File: src/drive_attr_pkg.sv
// constants, field layouts and carrier structs for the drive attribute map
// assumes one 125 MHz clock domain shared with the drive core
package drive_attr_pkg;
  localparam int CLK_HZ = 125_000_000;
  localparam int ATTR_W = 8;
  localparam int DATA_W = 16;
  // attribute identifiers, used directly as register addresses
  localparam logic [7:0] ATTR_AT_TARGET = 8'h03;
  localparam logic [7:0] ATTR_NET_REF = 8'h04;
  localparam logic [7:0] ATTR_OP_MODE = 8'h06;
  localparam logic [7:0] ATTR_ACT_RPM = 8'h07;
  localparam logic [7:0] ATTR_RPM_SET = 8'h08;
  localparam logic [7:0] ATTR_REF_MIRROR = 8'h1d;
  localparam logic [7:0] ATTR_FREQ_CMD = 8'h64;
  localparam logic [7:0] ATTR_CMD_WORD = 8'h65;
  localparam logic [7:0] ATTR_SCAN_CMD_A = 8'h66;
  localparam logic [7:0] ATTR_SCAN_CMD_B = 8'h67;
  localparam logic [7:0] ATTR_OUT_FREQ = 8'h6e;
  localparam logic [7:0] ATTR_STAT_WORD = 8'h6f;
  localparam logic [7:0] ATTR_SCAN_STAT_A = 8'h70;
  localparam logic [7:0] ATTR_SCAN_STAT_B = 8'h71;
  localparam logic [7:0] ATTR_UNI_ADDR = 8'h78;
  localparam logic [7:0] ATTR_UNI_DATA = 8'h79;
  // command word bit that doubles as the network reference select
  localparam int NET_REF_BIT = 14;
  // speed conversions
  localparam int RPM_PER_HZ_POLES = 120;
  localparam int CENTI = 100;
  localparam int AT_TARGET_TOL = 1;
  // assembly set selector: 0 couples the vendor half
  localparam logic [1:0] ASM_VENDOR = 2'h0;
  // scan command item codes and internal targets
  localparam logic [4:0] SCAN_CODE_MAX = 5'h10;
  localparam logic [15:0] SCAN_NO_TARGET = 16'hffff;
  localparam logic [15:0] SCAN_TARGET [0:16] = '{
    16'hffff, 16'hffff, 16'hffff, 16'hfa08, 16'hfa34, 16'h0441, 16'h0443,
    16'hfa33, 16'h0726, 16'h0727, 16'h0728, 16'h0320, 16'h0376, 16'h0377,
    16'hfa50, 16'hfa35, 16'hfa23};
  // reset values
  localparam logic [15:0] RST_WORD = 16'h0000;
  localparam logic [7:0] RST_BYTE = 8'h00;

  // live values offered by the drive core
  typedef struct packed {
    logic [15:0] out_freq;      // 0.01 Hz
    logic [15:0] status_word;
    logic [15:0] upper_limit;   // 0.01 Hz
    logic [15:0] max_freq;      // 0.01 Hz
    logic [7:0] poles;
    logic [15:0] scan_stat_a;
    logic [15:0] scan_stat_b;
    logic freq_mode_option;     // frequency source names the option card
    logic [15:0] reg_rdata;     // contents of the register at reg_addr
    logic reg_rd_err;           // register at reg_addr cannot be read
    logic reg_wr_err;           // register at reg_addr refuses a write now
  } drive_view_s;

  // commands driven into the drive core
  typedef struct packed {
    logic [15:0] cmd_word;
    logic [15:0] opt_freq;       // 0.01 Hz
    logic opt_freq_active;
    logic scan_wr;               // one-cycle pulse
    logic [15:0] scan_addr;
    logic [15:0] scan_data;
    logic reg_wr;                // one-cycle pulse
    logic nvm_wr;                // one-cycle pulse with reg_wr
    logic [15:0] reg_addr;
    logic [15:0] reg_wdata;
  } drive_cmd_s;
endpackage

File: src/drive_object_attribute_map.sv
// attribute map of the drive object: register port on one side, drive core on the other
// assumes the drive core answers register lookups combinationally and
// that the assembly set selector only changes at drive reset
//
// The register offsets and the strobed register port were decided locally.
`timescale 1ns/1ps
`default_nettype none

module drive_object_attribute_map (
  input wire logic clk_sys,
  input wire logic reset_n,
  input wire logic [drive_attr_pkg::ATTR_W-1:0] reg_addr,
  input wire logic [drive_attr_pkg::DATA_W-1:0] reg_wdata,
  input wire logic reg_wr,
  input wire logic reg_rd,
  output logic [drive_attr_pkg::DATA_W-1:0] reg_rdata,
  output logic reg_error,
  input wire logic drive_reset,
  input wire logic [1:0] assembly_set_select,
  input wire logic [4:0] scan_command_select_a,
  input wire logic [4:0] scan_command_select_b,
  input wire drive_attr_pkg::drive_view_s drive_view,
  output drive_attr_pkg::drive_cmd_s drive_cmd,
  output logic at_target_flag,
  output logic [15:0] actual_rpm
);
  import drive_attr_pkg::*;

  function automatic logic [15:0] scan_target(input logic [4:0] code);
    if (code > SCAN_CODE_MAX) begin
      scan_target = SCAN_NO_TARGET;
    end else begin
      scan_target = SCAN_TARGET[code];
    end
  endfunction

  logic [15:0] cmd_word;
  logic [15:0] freq_cmd;
  logic [7:0] operation_mode_note;
  logic signed [15:0] rpm_setpoint;
  logic [15:0] scan_data_a;
  logic [15:0] scan_data_b;
  logic [15:0] uni_addr;
  logic [4:0] scan_sel_a;
  logic [4:0] scan_sel_b;
  logic sel_loaded;
  logic [15:0] snap_out_freq;
  logic [15:0] snap_status;
  logic [15:0] snap_stat_a;
  logic [15:0] snap_stat_b;
  logic [15:0] snap_rpm;
  logic snap_at_target;
  logic vendor_coupled;
  logic network_reference_select;
  logic [15:0] live_rpm;
  logic live_at_target;
  logic [15:0] derived_freq;
  logic [15:0] freq_limit;
  logic [15:0] next_rdata;
  logic next_error;
  logic [15:0] core_cmd_word;
  logic [15:0] core_opt_freq;
  logic core_opt_active;
  logic fwd_scan_wr;
  logic [15:0] fwd_scan_addr;
  logic [15:0] fwd_scan_data;
  logic ind_wr;
  logic ind_nvm_wr;
  logic [15:0] ind_wdata;

  assign vendor_coupled = (assembly_set_select == ASM_VENDOR);
  assign network_reference_select = cmd_word[NET_REF_BIT];
  assign freq_limit = (drive_view.upper_limit < drive_view.max_freq) ?
                      drive_view.upper_limit : drive_view.max_freq;

  // actual speed from output frequency; zero poles would divide by zero
  always_comb begin
    logic [31:0] num;
    logic [31:0] den;
    num = 32'(drive_view.out_freq) * 32'(RPM_PER_HZ_POLES);
    den = 32'(drive_view.poles) * 32'(CENTI);
    if (drive_view.poles == RST_BYTE) begin
      live_rpm = RST_WORD;
    end else begin
      live_rpm = 16'(num / den);
    end
  end

  always_comb begin
    logic signed [17:0] diff;
    diff = $signed({2'b00, live_rpm}) - 18'(rpm_setpoint);
    live_at_target = (diff <= 18'(AT_TARGET_TOL)) && (diff >= -18'(AT_TARGET_TOL));
  end

  // option frequency from rpm setpoint; magnitude only, direction lives in the command word
  always_comb begin
    logic [15:0] mag;
    logic [31:0] prod;
    mag = rpm_setpoint[15] ? 16'(-rpm_setpoint) : 16'(rpm_setpoint);
    prod = 32'(mag) * 32'(drive_view.poles) * 32'(CENTI);
    derived_freq = 16'(prod / 32'(RPM_PER_HZ_POLES));
  end

  // scan selectors take effect on the first clock after reset_n and whenever the drive is reset
  always_ff @(posedge clk_sys or negedge reset_n) begin
    if (!reset_n) begin
      sel_loaded <= 1'b0;
      scan_sel_a <= '0;
      scan_sel_b <= '0;
    end else if (!sel_loaded || drive_reset) begin
      sel_loaded <= 1'b1;
      scan_sel_a <= scan_command_select_a;
      scan_sel_b <= scan_command_select_b;
    end
  end

  // decoupled half keeps its last values frozen
  always_ff @(posedge clk_sys or negedge reset_n) begin
    if (!reset_n) begin
      snap_out_freq <= RST_WORD;
      snap_status <= RST_WORD;
      snap_stat_a <= RST_WORD;
      snap_stat_b <= RST_WORD;
      snap_rpm <= RST_WORD;
      snap_at_target <= 1'b0;
    end else if (vendor_coupled) begin
      snap_out_freq <= drive_view.out_freq;
      snap_status <= drive_view.status_word;
      snap_stat_a <= drive_view.scan_stat_a;
      snap_stat_b <= drive_view.scan_stat_b;
    end else begin
      snap_rpm <= live_rpm;
      snap_at_target <= live_at_target;
    end
  end

  assign at_target_flag = snap_at_target;
  assign actual_rpm = snap_rpm;

  // software writes to attribute storage
  always_ff @(posedge clk_sys or negedge reset_n) begin
    if (!reset_n) begin
      cmd_word <= RST_WORD;
      freq_cmd <= RST_WORD;
      operation_mode_note <= RST_BYTE;
      rpm_setpoint <= '0;
      scan_data_a <= RST_WORD;
      scan_data_b <= RST_WORD;
      uni_addr <= RST_WORD;
    end else if (reg_wr) begin
      case (reg_addr)
        ATTR_NET_REF: cmd_word[NET_REF_BIT] <= reg_wdata[0];
        ATTR_OP_MODE: operation_mode_note <= reg_wdata[7:0];
        ATTR_RPM_SET: rpm_setpoint <= $signed(reg_wdata);
        ATTR_FREQ_CMD: begin
          if (reg_wdata <= freq_limit) begin
            freq_cmd <= reg_wdata;
          end
        end
        ATTR_CMD_WORD: cmd_word <= reg_wdata;
        ATTR_SCAN_CMD_A: scan_data_a <= reg_wdata;
        ATTR_SCAN_CMD_B: scan_data_b <= reg_wdata;
        ATTR_UNI_ADDR: uni_addr <= reg_wdata;
        default: begin
        end
      endcase
    end
  end

  // frequency and command word toward the drive
  always_ff @(posedge clk_sys or negedge reset_n) begin
    if (!reset_n) begin
      core_cmd_word <= RST_WORD;
      core_opt_freq <= RST_WORD;
      core_opt_active <= 1'b0;
    end else begin
      core_cmd_word <= cmd_word;
      if (vendor_coupled) begin
        core_opt_freq <= freq_cmd;
      end else if (derived_freq <= freq_limit) begin
        core_opt_freq <= derived_freq;
      end
      core_opt_active <= network_reference_select ||
                         drive_view.freq_mode_option;
    end
  end

  // scan command forwarding; a code with no target sends nothing
  always_ff @(posedge clk_sys or negedge reset_n) begin
    if (!reset_n) begin
      fwd_scan_wr <= 1'b0;
      fwd_scan_addr <= SCAN_NO_TARGET;
      fwd_scan_data <= RST_WORD;
    end else begin
      fwd_scan_wr <= 1'b0;
      if (reg_wr && vendor_coupled && reg_addr == ATTR_SCAN_CMD_A &&
          scan_target(scan_sel_a) != SCAN_NO_TARGET) begin
        fwd_scan_wr <= 1'b1;
        fwd_scan_addr <= scan_target(scan_sel_a);
        fwd_scan_data <= reg_wdata;
      end else if (reg_wr && vendor_coupled && reg_addr == ATTR_SCAN_CMD_B &&
                   scan_target(scan_sel_b) != SCAN_NO_TARGET) begin
        fwd_scan_wr <= 1'b1;
        fwd_scan_addr <= scan_target(scan_sel_b);
        fwd_scan_data <= reg_wdata;
      end
    end
  end

  // indirect register writes; refused writes never reach the drive
  always_ff @(posedge clk_sys or negedge reset_n) begin
    if (!reset_n) begin
      ind_wr <= 1'b0;
      ind_nvm_wr <= 1'b0;
      ind_wdata <= RST_WORD;
    end else begin
      ind_wr <= 1'b0;
      ind_nvm_wr <= 1'b0;
      if (reg_wr && reg_addr == ATTR_UNI_DATA && !drive_view.reg_wr_err) begin
        ind_wr <= 1'b1;
        ind_nvm_wr <= 1'b1;
        ind_wdata <= reg_wdata;
      end
    end
  end

  // one process drives the whole command struct, so no field has two sources
  always_comb begin
    drive_cmd.cmd_word = core_cmd_word;
    drive_cmd.opt_freq = core_opt_freq;
    drive_cmd.opt_freq_active = core_opt_active;
    drive_cmd.scan_wr = fwd_scan_wr;
    drive_cmd.scan_addr = fwd_scan_addr;
    drive_cmd.scan_data = fwd_scan_data;
    drive_cmd.reg_wr = ind_wr;
    drive_cmd.nvm_wr = ind_nvm_wr;
    drive_cmd.reg_addr = uni_addr;
    drive_cmd.reg_wdata = ind_wdata;
  end

  // read mux and error answer
  always_comb begin
    next_rdata = RST_WORD;
    next_error = 1'b0;
    if (reg_rd) begin
      case (reg_addr)
        ATTR_AT_TARGET: next_rdata = {15'h0000, snap_at_target};
        ATTR_NET_REF: next_rdata = {15'h0000, network_reference_select};
        ATTR_OP_MODE: next_rdata = {8'h00, operation_mode_note};
        ATTR_ACT_RPM: next_rdata = snap_rpm;
        ATTR_RPM_SET: next_rdata = rpm_setpoint;
        ATTR_REF_MIRROR: next_rdata = {15'h0000, network_reference_select};
        ATTR_FREQ_CMD: next_rdata = freq_cmd;
        ATTR_CMD_WORD: next_rdata = cmd_word;
        ATTR_SCAN_CMD_A: next_rdata = scan_data_a;
        ATTR_SCAN_CMD_B: next_rdata = scan_data_b;
        ATTR_OUT_FREQ: next_rdata = snap_out_freq;
        ATTR_STAT_WORD: next_rdata = snap_status;
        ATTR_SCAN_STAT_A: next_rdata = snap_stat_a;
        ATTR_SCAN_STAT_B: next_rdata = snap_stat_b;
        ATTR_UNI_ADDR: next_rdata = uni_addr;
        ATTR_UNI_DATA: begin
          next_rdata = drive_view.reg_rdata;
          next_error = drive_view.reg_rd_err;
        end
        default: next_error = 1'b1;
      endcase
    end else if (reg_wr) begin
      case (reg_addr)
        ATTR_NET_REF, ATTR_OP_MODE, ATTR_RPM_SET, ATTR_CMD_WORD,
        ATTR_SCAN_CMD_A, ATTR_SCAN_CMD_B, ATTR_UNI_ADDR: next_error = 1'b0;
        ATTR_FREQ_CMD: next_error = 1'b0;
        ATTR_UNI_DATA: next_error = drive_view.reg_wr_err;
        default: next_error = 1'b1;
      endcase
    end
  end

  always_ff @(posedge clk_sys or negedge reset_n) begin
    if (!reset_n) begin
      reg_rdata <= RST_WORD;
      reg_error <= 1'b0;
    end else begin
      reg_rdata <= next_rdata;
      reg_error <= next_error;
    end
  end

  // assertions
  net_ref_active_a: assert property (@(posedge clk_sys) disable iff (!reset_n)
    network_reference_select |=> drive_cmd.opt_freq_active)
    else $error("net reference did not force option frequency");
  option_source_a: assert property (@(posedge clk_sys) disable iff (!reset_n)
    (!network_reference_select && drive_view.freq_mode_option) |=>
    drive_cmd.opt_freq_active)
    else $error("option frequency source ignored");
  mirror_read_a: assert property (@(posedge clk_sys) disable iff (!reset_n)
    (reg_rd && reg_addr == ATTR_REF_MIRROR) |=>
    reg_rdata[0] == $past(cmd_word[NET_REF_BIT]))
    else $error("reference mirror mismatch");
  freq_limit_a: assert property (@(posedge clk_sys) disable iff (!reset_n)
    (reg_wr && reg_addr == ATTR_FREQ_CMD && reg_wdata > freq_limit) |=>
    $stable(freq_cmd))
    else $error("over-limit frequency accepted");
  freq_store_a: assert property (@(posedge clk_sys) disable iff (!reset_n)
    (reg_wr && reg_addr == ATTR_FREQ_CMD && reg_wdata <= freq_limit) |=>
    freq_cmd == $past(reg_wdata))
    else $error("valid frequency not stored");
  scan_forward_a: assert property (@(posedge clk_sys) disable iff (!reset_n)
    (reg_wr && vendor_coupled && reg_addr == ATTR_SCAN_CMD_A &&
     scan_sel_a == 5'h03) |=>
    drive_cmd.scan_wr && drive_cmd.scan_addr == 16'hfa08)
    else $error("scan item not forwarded to its address");
  scan_reserved_a: assert property (@(posedge clk_sys) disable iff (!reset_n)
    (reg_wr && reg_addr == ATTR_SCAN_CMD_A && scan_sel_a < 5'h03 &&
     !(reg_addr == ATTR_SCAN_CMD_B)) |=> !drive_cmd.scan_wr)
    else $error("reserved scan code had an effect");
  scan_latch_a: assert property (@(posedge clk_sys) disable iff (!reset_n)
    (sel_loaded && !drive_reset) |=> $stable(scan_sel_a) && $stable(scan_sel_b))
    else $error("scan selector changed outside reset");
  nvm_pair_a: assert property (@(posedge clk_sys) disable iff (!reset_n)
    (reg_wr && reg_addr == ATTR_UNI_DATA && !drive_view.reg_wr_err) |=>
    drive_cmd.reg_wr && drive_cmd.nvm_wr &&
    drive_cmd.reg_wdata == $past(reg_wdata))
    else $error("indirect write without nonvolatile request");
  uni_error_a: assert property (@(posedge clk_sys) disable iff (!reset_n)
    (reg_rd && reg_addr == ATTR_UNI_DATA && drive_view.reg_rd_err) |=>
    reg_error)
    else $error("failed indirect read answered as success");
  at_target_a: assert property (@(posedge clk_sys) disable iff (!reset_n)
    (!vendor_coupled && live_rpm == 16'(rpm_setpoint + 16'sd2) && !rpm_setpoint[15]) |=>
    !at_target_flag)
    else $error("at target set two rpm away");
  decouple_a: assert property (@(posedge clk_sys) disable iff (!reset_n)
    vendor_coupled |=> $stable(actual_rpm))
    else $error("decoupled speed attribute updated");
  at_target_hit_a: assert property (@(posedge clk_sys) disable iff (!reset_n)
    (!vendor_coupled && live_rpm == 16'(rpm_setpoint) && !rpm_setpoint[15]) |=>
    at_target_flag)
    else $error("at target clear at equal speed");
  out_freq_read_a: assert property (@(posedge clk_sys) disable iff (!reset_n)
    (reg_rd && reg_addr == ATTR_OUT_FREQ && vendor_coupled &&
     $past(vendor_coupled) && $past(reset_n)) |=>
    reg_rdata == $past(drive_view.out_freq, 2))
    else $error("output frequency read is stale");
  ind_refused_a: assert property (@(posedge clk_sys) disable iff (!reset_n)
    (reg_wr && reg_addr == ATTR_UNI_DATA && drive_view.reg_wr_err) |=>
    !drive_cmd.reg_wr && reg_error)
    else $error("refused indirect write reached the drive");
endmodule

`default_nettype wire

File: config.mk
export PLATFORM = sky130hd
export DESIGN_NAME = drive_object_attribute_map
export DESIGN_NICKNAME = d
export VERILOG_FILES = /design/src/drive_attr_pkg.sv /design/src/drive_object_attribute_map.sv
export SDC_FILE = /design/constraint.sdc
export NUM_CORES = 2
export LEC_CHECK = 0
export BUFFER_PORTS_ARGS = -buffer_cell sky130_fd_sc_hd__buf_4
export CORE_MARGIN = 3
export CORE_UTILIZATION = 35
export CTS_BUF_LIST = sky130_fd_sc_hd__clkbuf_4 sky130_fd_sc_hd__clkbuf_8
export DETAILED_ROUTE_END_ITERATION = 8
export PLACE_DENSITY = 0.53
export SETUP_SLACK_MARGIN = 0.1
export SLEW_MARGIN = 20
export SYNTH_ARGS = -nofsm -noshare
export SYNTH_HDL_FRONTEND = slang
export SYNTH_SLANG_ARGS = --single-unit
File: constraint.sdc
create_clock -name clk_sys -period 40.8 [get_ports clk_sys]
set_input_delay 6.12 -clock clk_sys [delete_from_list [all_inputs] [get_ports clk_sys]]
set_output_delay 6.12 -clock clk_sys [all_outputs]
set_load 0.1 [all_outputs]
Word level (Yosys, flattened, before mapping)
Memories as Yosys holds them, arrays and structs flattened.
Cells that the tools add are included.
- bits in registers: 296
- input bits: 164
- output and inout bits: 134
- word-level logic and storage cells: 120
- memories kept: 2
- memory bits (read-only): 1024
- reduce and logical (&&, ||, !) cells: 28
- magnitude comparators: 9
- add/sub/neg operators: 2
- equality and inequality tests: 18
- bitwise operators: 2
- multiplexer cells: 26
- divide/modulo/power cells: 2
- multiply operators: 4
- memories (name ; depth ; width ; read ports ; clocked after memory_dff ; write ports ; RTL line ; text):
    (no name shown) ; 32 ; 16 ; 1 ; 0 ; 0 ; drive_object_attribute_map.sv:33 ; scan_target = SCAN_TARGET[code];
    (no name shown) ; 32 ; 16 ; 1 ; 0 ; 0 ; drive_object_attribute_map.sv:33 ;
- operators with widths (kind ; count):
    $mux W16 ; 17
    $pmux W16 S15 ; 1
    $eq A8 B7 Y1 const B ; 10
    $div A23 B15 Y32 ; 1
    $div A31 B7 Y32 const B ; 1
    $le A16 B16 Y1 ; 2
    $ne A16 B16 Y1 const B ; 2
    $mul A24 B5 Y29 const B ; 1
    $eq A8 B3 Y1 const B ; 3
    $mul A16 B8 Y24 ; 1
    $mul A16 B4 Y20 const B ; 1
    $ge A18 B1 Y1 const B ; 1
    $le A18 B2 Y1 const B ; 1
    $sub A17 B16 Y18 ; 1
    $lt A16 B16 Y1 ; 1
    $neg A16 Y16 ; 1
    $reduce_or A15 Y1 ; 1
    $reduce_and A2 Y1 ; 7
    $mul A8 B5 Y13 const B ; 1
    $ge A6 B6 Y1 const B ; 2
    $not A5 Y6 ; 2
    $gt A5 B5 Y1 const B ; 2
    $eq A8 B2 Y1 const B ; 1
    $eq A8 B4 Y1 const B ; 1
    other kinds (12) ; 29

Longest topological paths before layout
- depth in word-level cells: 12
- depth in mapped cells: 514
- gate-level depth less buffers: 474

Worst setup path after synthesis
Ideal clock, no wire load.
- path kind: input -> register
- start point: in drive_view[53] (netlist name)
- end point: reg snap_at_target (netlist: at_target_flag)
- stages on the path: 495
- arrival time: 101.685 ns
- setup slack: -60.967 ns
- path buffers: 42
- required time: 40.718 ns
- setup time: 0.082 ns
- path through: inv_1 ha_1 ha_1 inv_1 fa_1 inv_1 ha_1 nor2b_1 o21ai_0 nand2b_1 and2_1 o21ai_0 nand2b_1 xor2_1 inv_1 nand2_1 nor2_1 nor4b_1 (+459 left out) a21oi_1 o21bai_1 a21oi_1 o21bai_1 a21oi_1 o21bai_1 a21oi_1 o21bai_1 a21oi_1 o21bai_1 a21oi_1 inv_1 a21oi_1 nor2_1 nor2_1 xnor2_1 or4_1 a31oi_1
- cells in the longest elaborated chain, start to end: 6
- elaborated cells on any way between the ends: 8
- those cells by class: add/sub (1); mul (1); div (1); order compare (2); mux (1); reduce/logical (2)
- RTL lines (item ; RTL line ; text):
    from (decl) ; drive_object_attribute_map.sv:22 ; input wire drive_attr_pkg::drive_view_s drive_view,
    $mul A8 B5 Y13 ; drive_object_attribute_map.sv:81 ; den = 32'(drive_view.poles) * 32'(CENTI);
    $div A23 B15 Y32 ; drive_object_attribute_map.sv:85 ; live_rpm = 16'(num / den);
    $mux W16 (*) ; drive_object_attribute_map.sv:82 ; if (drive_view.poles == RST_BYTE) begin
    $sub A17 B16 Y18 (*) ; drive_object_attribute_map.sv:91 ; diff = $signed({2'b00, live_rpm}) - 18'(rpm_setpoint);
    $le A18 B2 Y1 / $ge A18 B1 Y1 (equally long branches) ; drive_object_attribute_map.sv:92 ; live_at_target = (diff <= 18'(AT_TARGET_TOL)) && (diff >= -18'(AT_TARGET_TOL));
    $logic_and A1 B1 Y1 (*) ; drive_object_attribute_map.sv:92 ;
    to (signal assigned) ; drive_object_attribute_map.sv:133 ; snap_at_target <= live_at_target;
    to (decl) ; drive_object_attribute_map.sv:52 ; logic snap_at_target;
Every way passes the cells marked *; elsewhere a longest branch is shown, timed or not.
A chain may end at the register's enable or synchronous reset.

Final worst setup path
Ends and elaborated chain as after synthesis.

==> key figures <==
Outcome
  – Result of the run: complete, but fails checks
  – Failing checks: setup timing

Placement
  – Final HPWL from detailed placement: ~170000 um
  – Last weighted congestion value of the routability-driven placer: 0.955
  – Count of input and output buffers: 297
  – Post-Place Setup Slack: -45250 ps

Clock tree
  – Number of H-tree branching levels: 2
  – Clk sink count: 292
  – Clk slew on worst S/H paths: 70 ps
  – Number of CTS-inserted buffers: 51
  – Clock root buffer: clkbuf_8
  – Clock tree from TritonCTS: yes
  – Clock latency of the later-clocked register in the worst-skew pair: 700 ps
  – Deepest clock path buffer count: 3

STA
  – Final cycle utilization of the critical path: 210%
  – Final setup margin: -44750 ps
  – Clock Skew: 32.5 ps
  – Worst Tran Pin Value: 1200 ps
  – Worst slew margin relative to its limit: about a fifth
  – RSZ-0062 raised after global routing: yes
  – Final Critical Period: 85550 ps
  – Highest clock frequency the design can meet: between 10 and 15 MHz
  – Final setup violating endpoints: 14
  – Final Hold Viols: 0
  – Count of final max-slew check failures: 0

Setup path
  – Cell with the largest stage delay on the worst path: or4b_4
  – Worst path bufs/invs: 132
  – Arrival time worst endpoint: approximately 86000 ps
  – Critical path's most frequent cell: o21a_1
  – CP max stage delay: 620 ps
  – Logic depth of the worst register-to-register path: 121
  – R2r setup slk: 6150 ps
  – Worst-path maximum fanout: 7
  – Worst path required time: around 41000 ps
  – Kind of end point of the critical path: flip-flop
  – R2r endpoint: core_opt_freq[1]
  – Crit path launch type: primary input
  – Dominant delay contributor by cell family on the critical path: compound AO/OA/AOI/OAI gates
  – Worst Setup Path Type: in2reg
  – Worst reg2reg startpoint: rpm_setpoint[0]

Routing
  – Routed wire per std cell: 20.7 um
  – Violation count after the first detailed-routing iteration: 3680
  – Number of detailed-routing iterations run before antenna repair: 6
  – Remaining antenna violation count after routing: 0
  – Number of vias in the routed layout: 58040
  – Routed via count divided by cell count: about 5.6
  – Wirelength, routed: around 220000 um
  – DRC violation count after routing: 0

GRT
  – Number of global-route vias before repair: 56365
  – Largest net degree at the start of global routing: 121
  – Antenna violations before repair: 7
  – Global routing usage summed across all routing layers: 27.2%
  – First-pass GRT wire length: 326000 um
  – Grt total ovfl: 0

Synth
  – Asr flop ratio synth: 100%
  – Yosys warning count: 0
  – Total standard cell area after synthesis: just over 50000 um2
  – Area share of the leading cell type in the synthesized netlist: 13.9%
  – Count of state elements after synthesis: approximately 300
  – Number of different library cells in the post-synthesis netlist: 158
  – Library cell occupying the most area in the post-synthesis netlist: ha_1
  – Sequential area share after synthesis: 14.3%
  – Synth Flop Type: dfrtp_1
  – Post-Syn Area per Cell: between 7 and 8 um2
  – Instance count of the mapped netlist: 6554
  – Biggest area contributors in the synthesized netlist: ha_1 (14%), dfrtp_1 (14%), nand2_1 (5.5%), fa_1 (5.3%), mux2_2 (5.0%)
  – Post-synth EDFFs: 0

Die
  – Total Die Area: around 150000 um2
  – Standard cell core area: 144000 um2
  – Chip Height: 388 um
  – Die span in x: 388 um
  – Starting utilization of the core area: 35.5%
  – Number of rows created at floorplan: 139
  – Num ports: a little under 300

Cells and area
  – NumNets Final: 9308
  – Synth-to-layout area growth: 38.8%
  – Share of post-route cells with drive strength above 1: 33.4%

Hold path
  – Worst hold path endpoint: core_cmd_word[1]
  – Hold Path Origin: cmd_word[1]
  – Hold path cells: 0
  – Path type of the worst min-delay path: reg2reg

Job
  – Max-Cap Viols: 0
kinds of logic (layout without fill, tap and decap cells):
group | after synthesis | after routing | share of synthesized area (%)
fa+ha+maj | 709 | 709 | 19.3
simple gates | 2528 | 2528 | 24.4
compound gates | 1798 | 1798 | 25.0
mux | 304 | 304 | 6.55
other cells | 2 | 12 | 0.0147
xor+xnor | 332 | 332 | 5.88
flops | 292 | 292 | 14.3
buf+inv | 589 | 2506 | 4.55
per-stage QoR:
step / TNS [ps] / instance area [um2] / std cells / hold WS [ps] / util (%)
3_3_place_gp: -324480 / 65100 / 9784 / 379 / 45.1
4_1_cts: -314110 / 69600 / 10261 / 400 / 48.2
3_5_place_dp: -343120 / 65100 / 9784 / 380 / 45.1
6_report: -334680 / 71000 / 10384 / 399 / 49.2
2_1_floorplan: -399590 / 52300 / 6562 / 368 / -
5_1_grt: -376060 / 71000 / 10384 / 404 / 49.2
layer usage:
| layer | vias up | share of wire (%) | wire, um | GRT usage, % |
|---|---|---|---|---|
| met3 | 399 | 4.8 | 10400 | 2.51 |
| met4 | 4 | 3.9 | 8310 | 9.42 |
| li1 | 27938 | - | - | - |
| met2 | 1654 | 47 | 101000 | 46.4 |
| met5 | - | 0.011 | 24 | 0 |
| met1 | 28045 | 44 | 95100 | 35.8 |
cell type report:
cell class,instances,area [um2]
Antenna cell,2,5.00
Clock buffer,73,923
Clock inverter,20,196
Fill cell,14136,73300
Inverter,370,1400
Multi-Input combinational cell,5681,43200
Sequential cell,292,7320
Tap cell,1903,2380
Timing Repair Buffer,2043,15700
how the worst max path moves through the flow:
| stage | from | endpoint | cells after the start |
|---|---|---|---|
| final | drive_view[53] | at_target_flag | 495 |
| after global routing | drive_view[53] | at_target_flag | 470 |
| after CTS | drive_view[53] | at_target_flag | 470 |
| after detailed placement | drive_view[53] | at_target_flag | 462 |
| after global placement | drive_view[53] | at_target_flag | 466 |
| after floorplan | drive_view[53] | at_target_flag | 503 |
cell usage in the layout, fill, tap and decap left out, types with 86 or more instances in the layout:
master,Yosys,final
xor2_1,95,93
mux2_2,229,219
dfrtp_1,280,280
o21ai_0,231,202
a21oi_1,368,324
o31ai_1,155,132
nor3_1,352,342
inv_1,365,353
o21a_1,268,267
and2_1,103,92
fa_1,136,135
nand2_1,751,737
buf_4,15,1986
a21o_1,87,86
xnor2_1,227,223
nand3_1,140,135
ha_1,569,545
nor2_1,528,490
nand4_1,90,90
Yosys cell counts, types with 17 or more instances:
cell type / n
nand3_1: 140
nand2_1: 751
o211ai_1: 45
a211o_1: 26
o31ai_1: 155
nand4_1: 90
a21oi_1: 368
nor2_1: 528
nor3b_1: 19
nor2b_1: 56
xor2_1: 95
fa_1: 136
a21o_1: 87
o2111ai_1: 19
o22ai_1: 25
buf_2: 27
nand2b_1: 70
and4_1: 30
a22o_1: 21
and3_1: 61
nor3_1: 352
mux2i_1: 71
a31oi_1: 65
o21ai_1: 47
o21bai_1: 49
dfrtp_1: 280
a22oi_1: 34
or3_1: 52
xnor2_1: 227
ha_1: 569
o31a_1: 17
o21a_1: 268
clkbuf_1: 159
or2_2: 60
o21ai_0: 231
inv_1: 365
o211a_1: 20
a221oi_1: 27
and2_1: 103
nor4_1: 63
or4_1: 42
a211oi_1: 45
mux2_2: 229
repair_timing:
item                       CTS  global route
resized for setup          122           113
hold buffers                 0             0
pin swaps                  115           118
gates cloned                 2             0
setup endpoints to repair   15            28
setup buffers              383           125
Power is not shown: default switching activity piles up to over one toggle a cycle in this logic, so the estimate is an artifact.
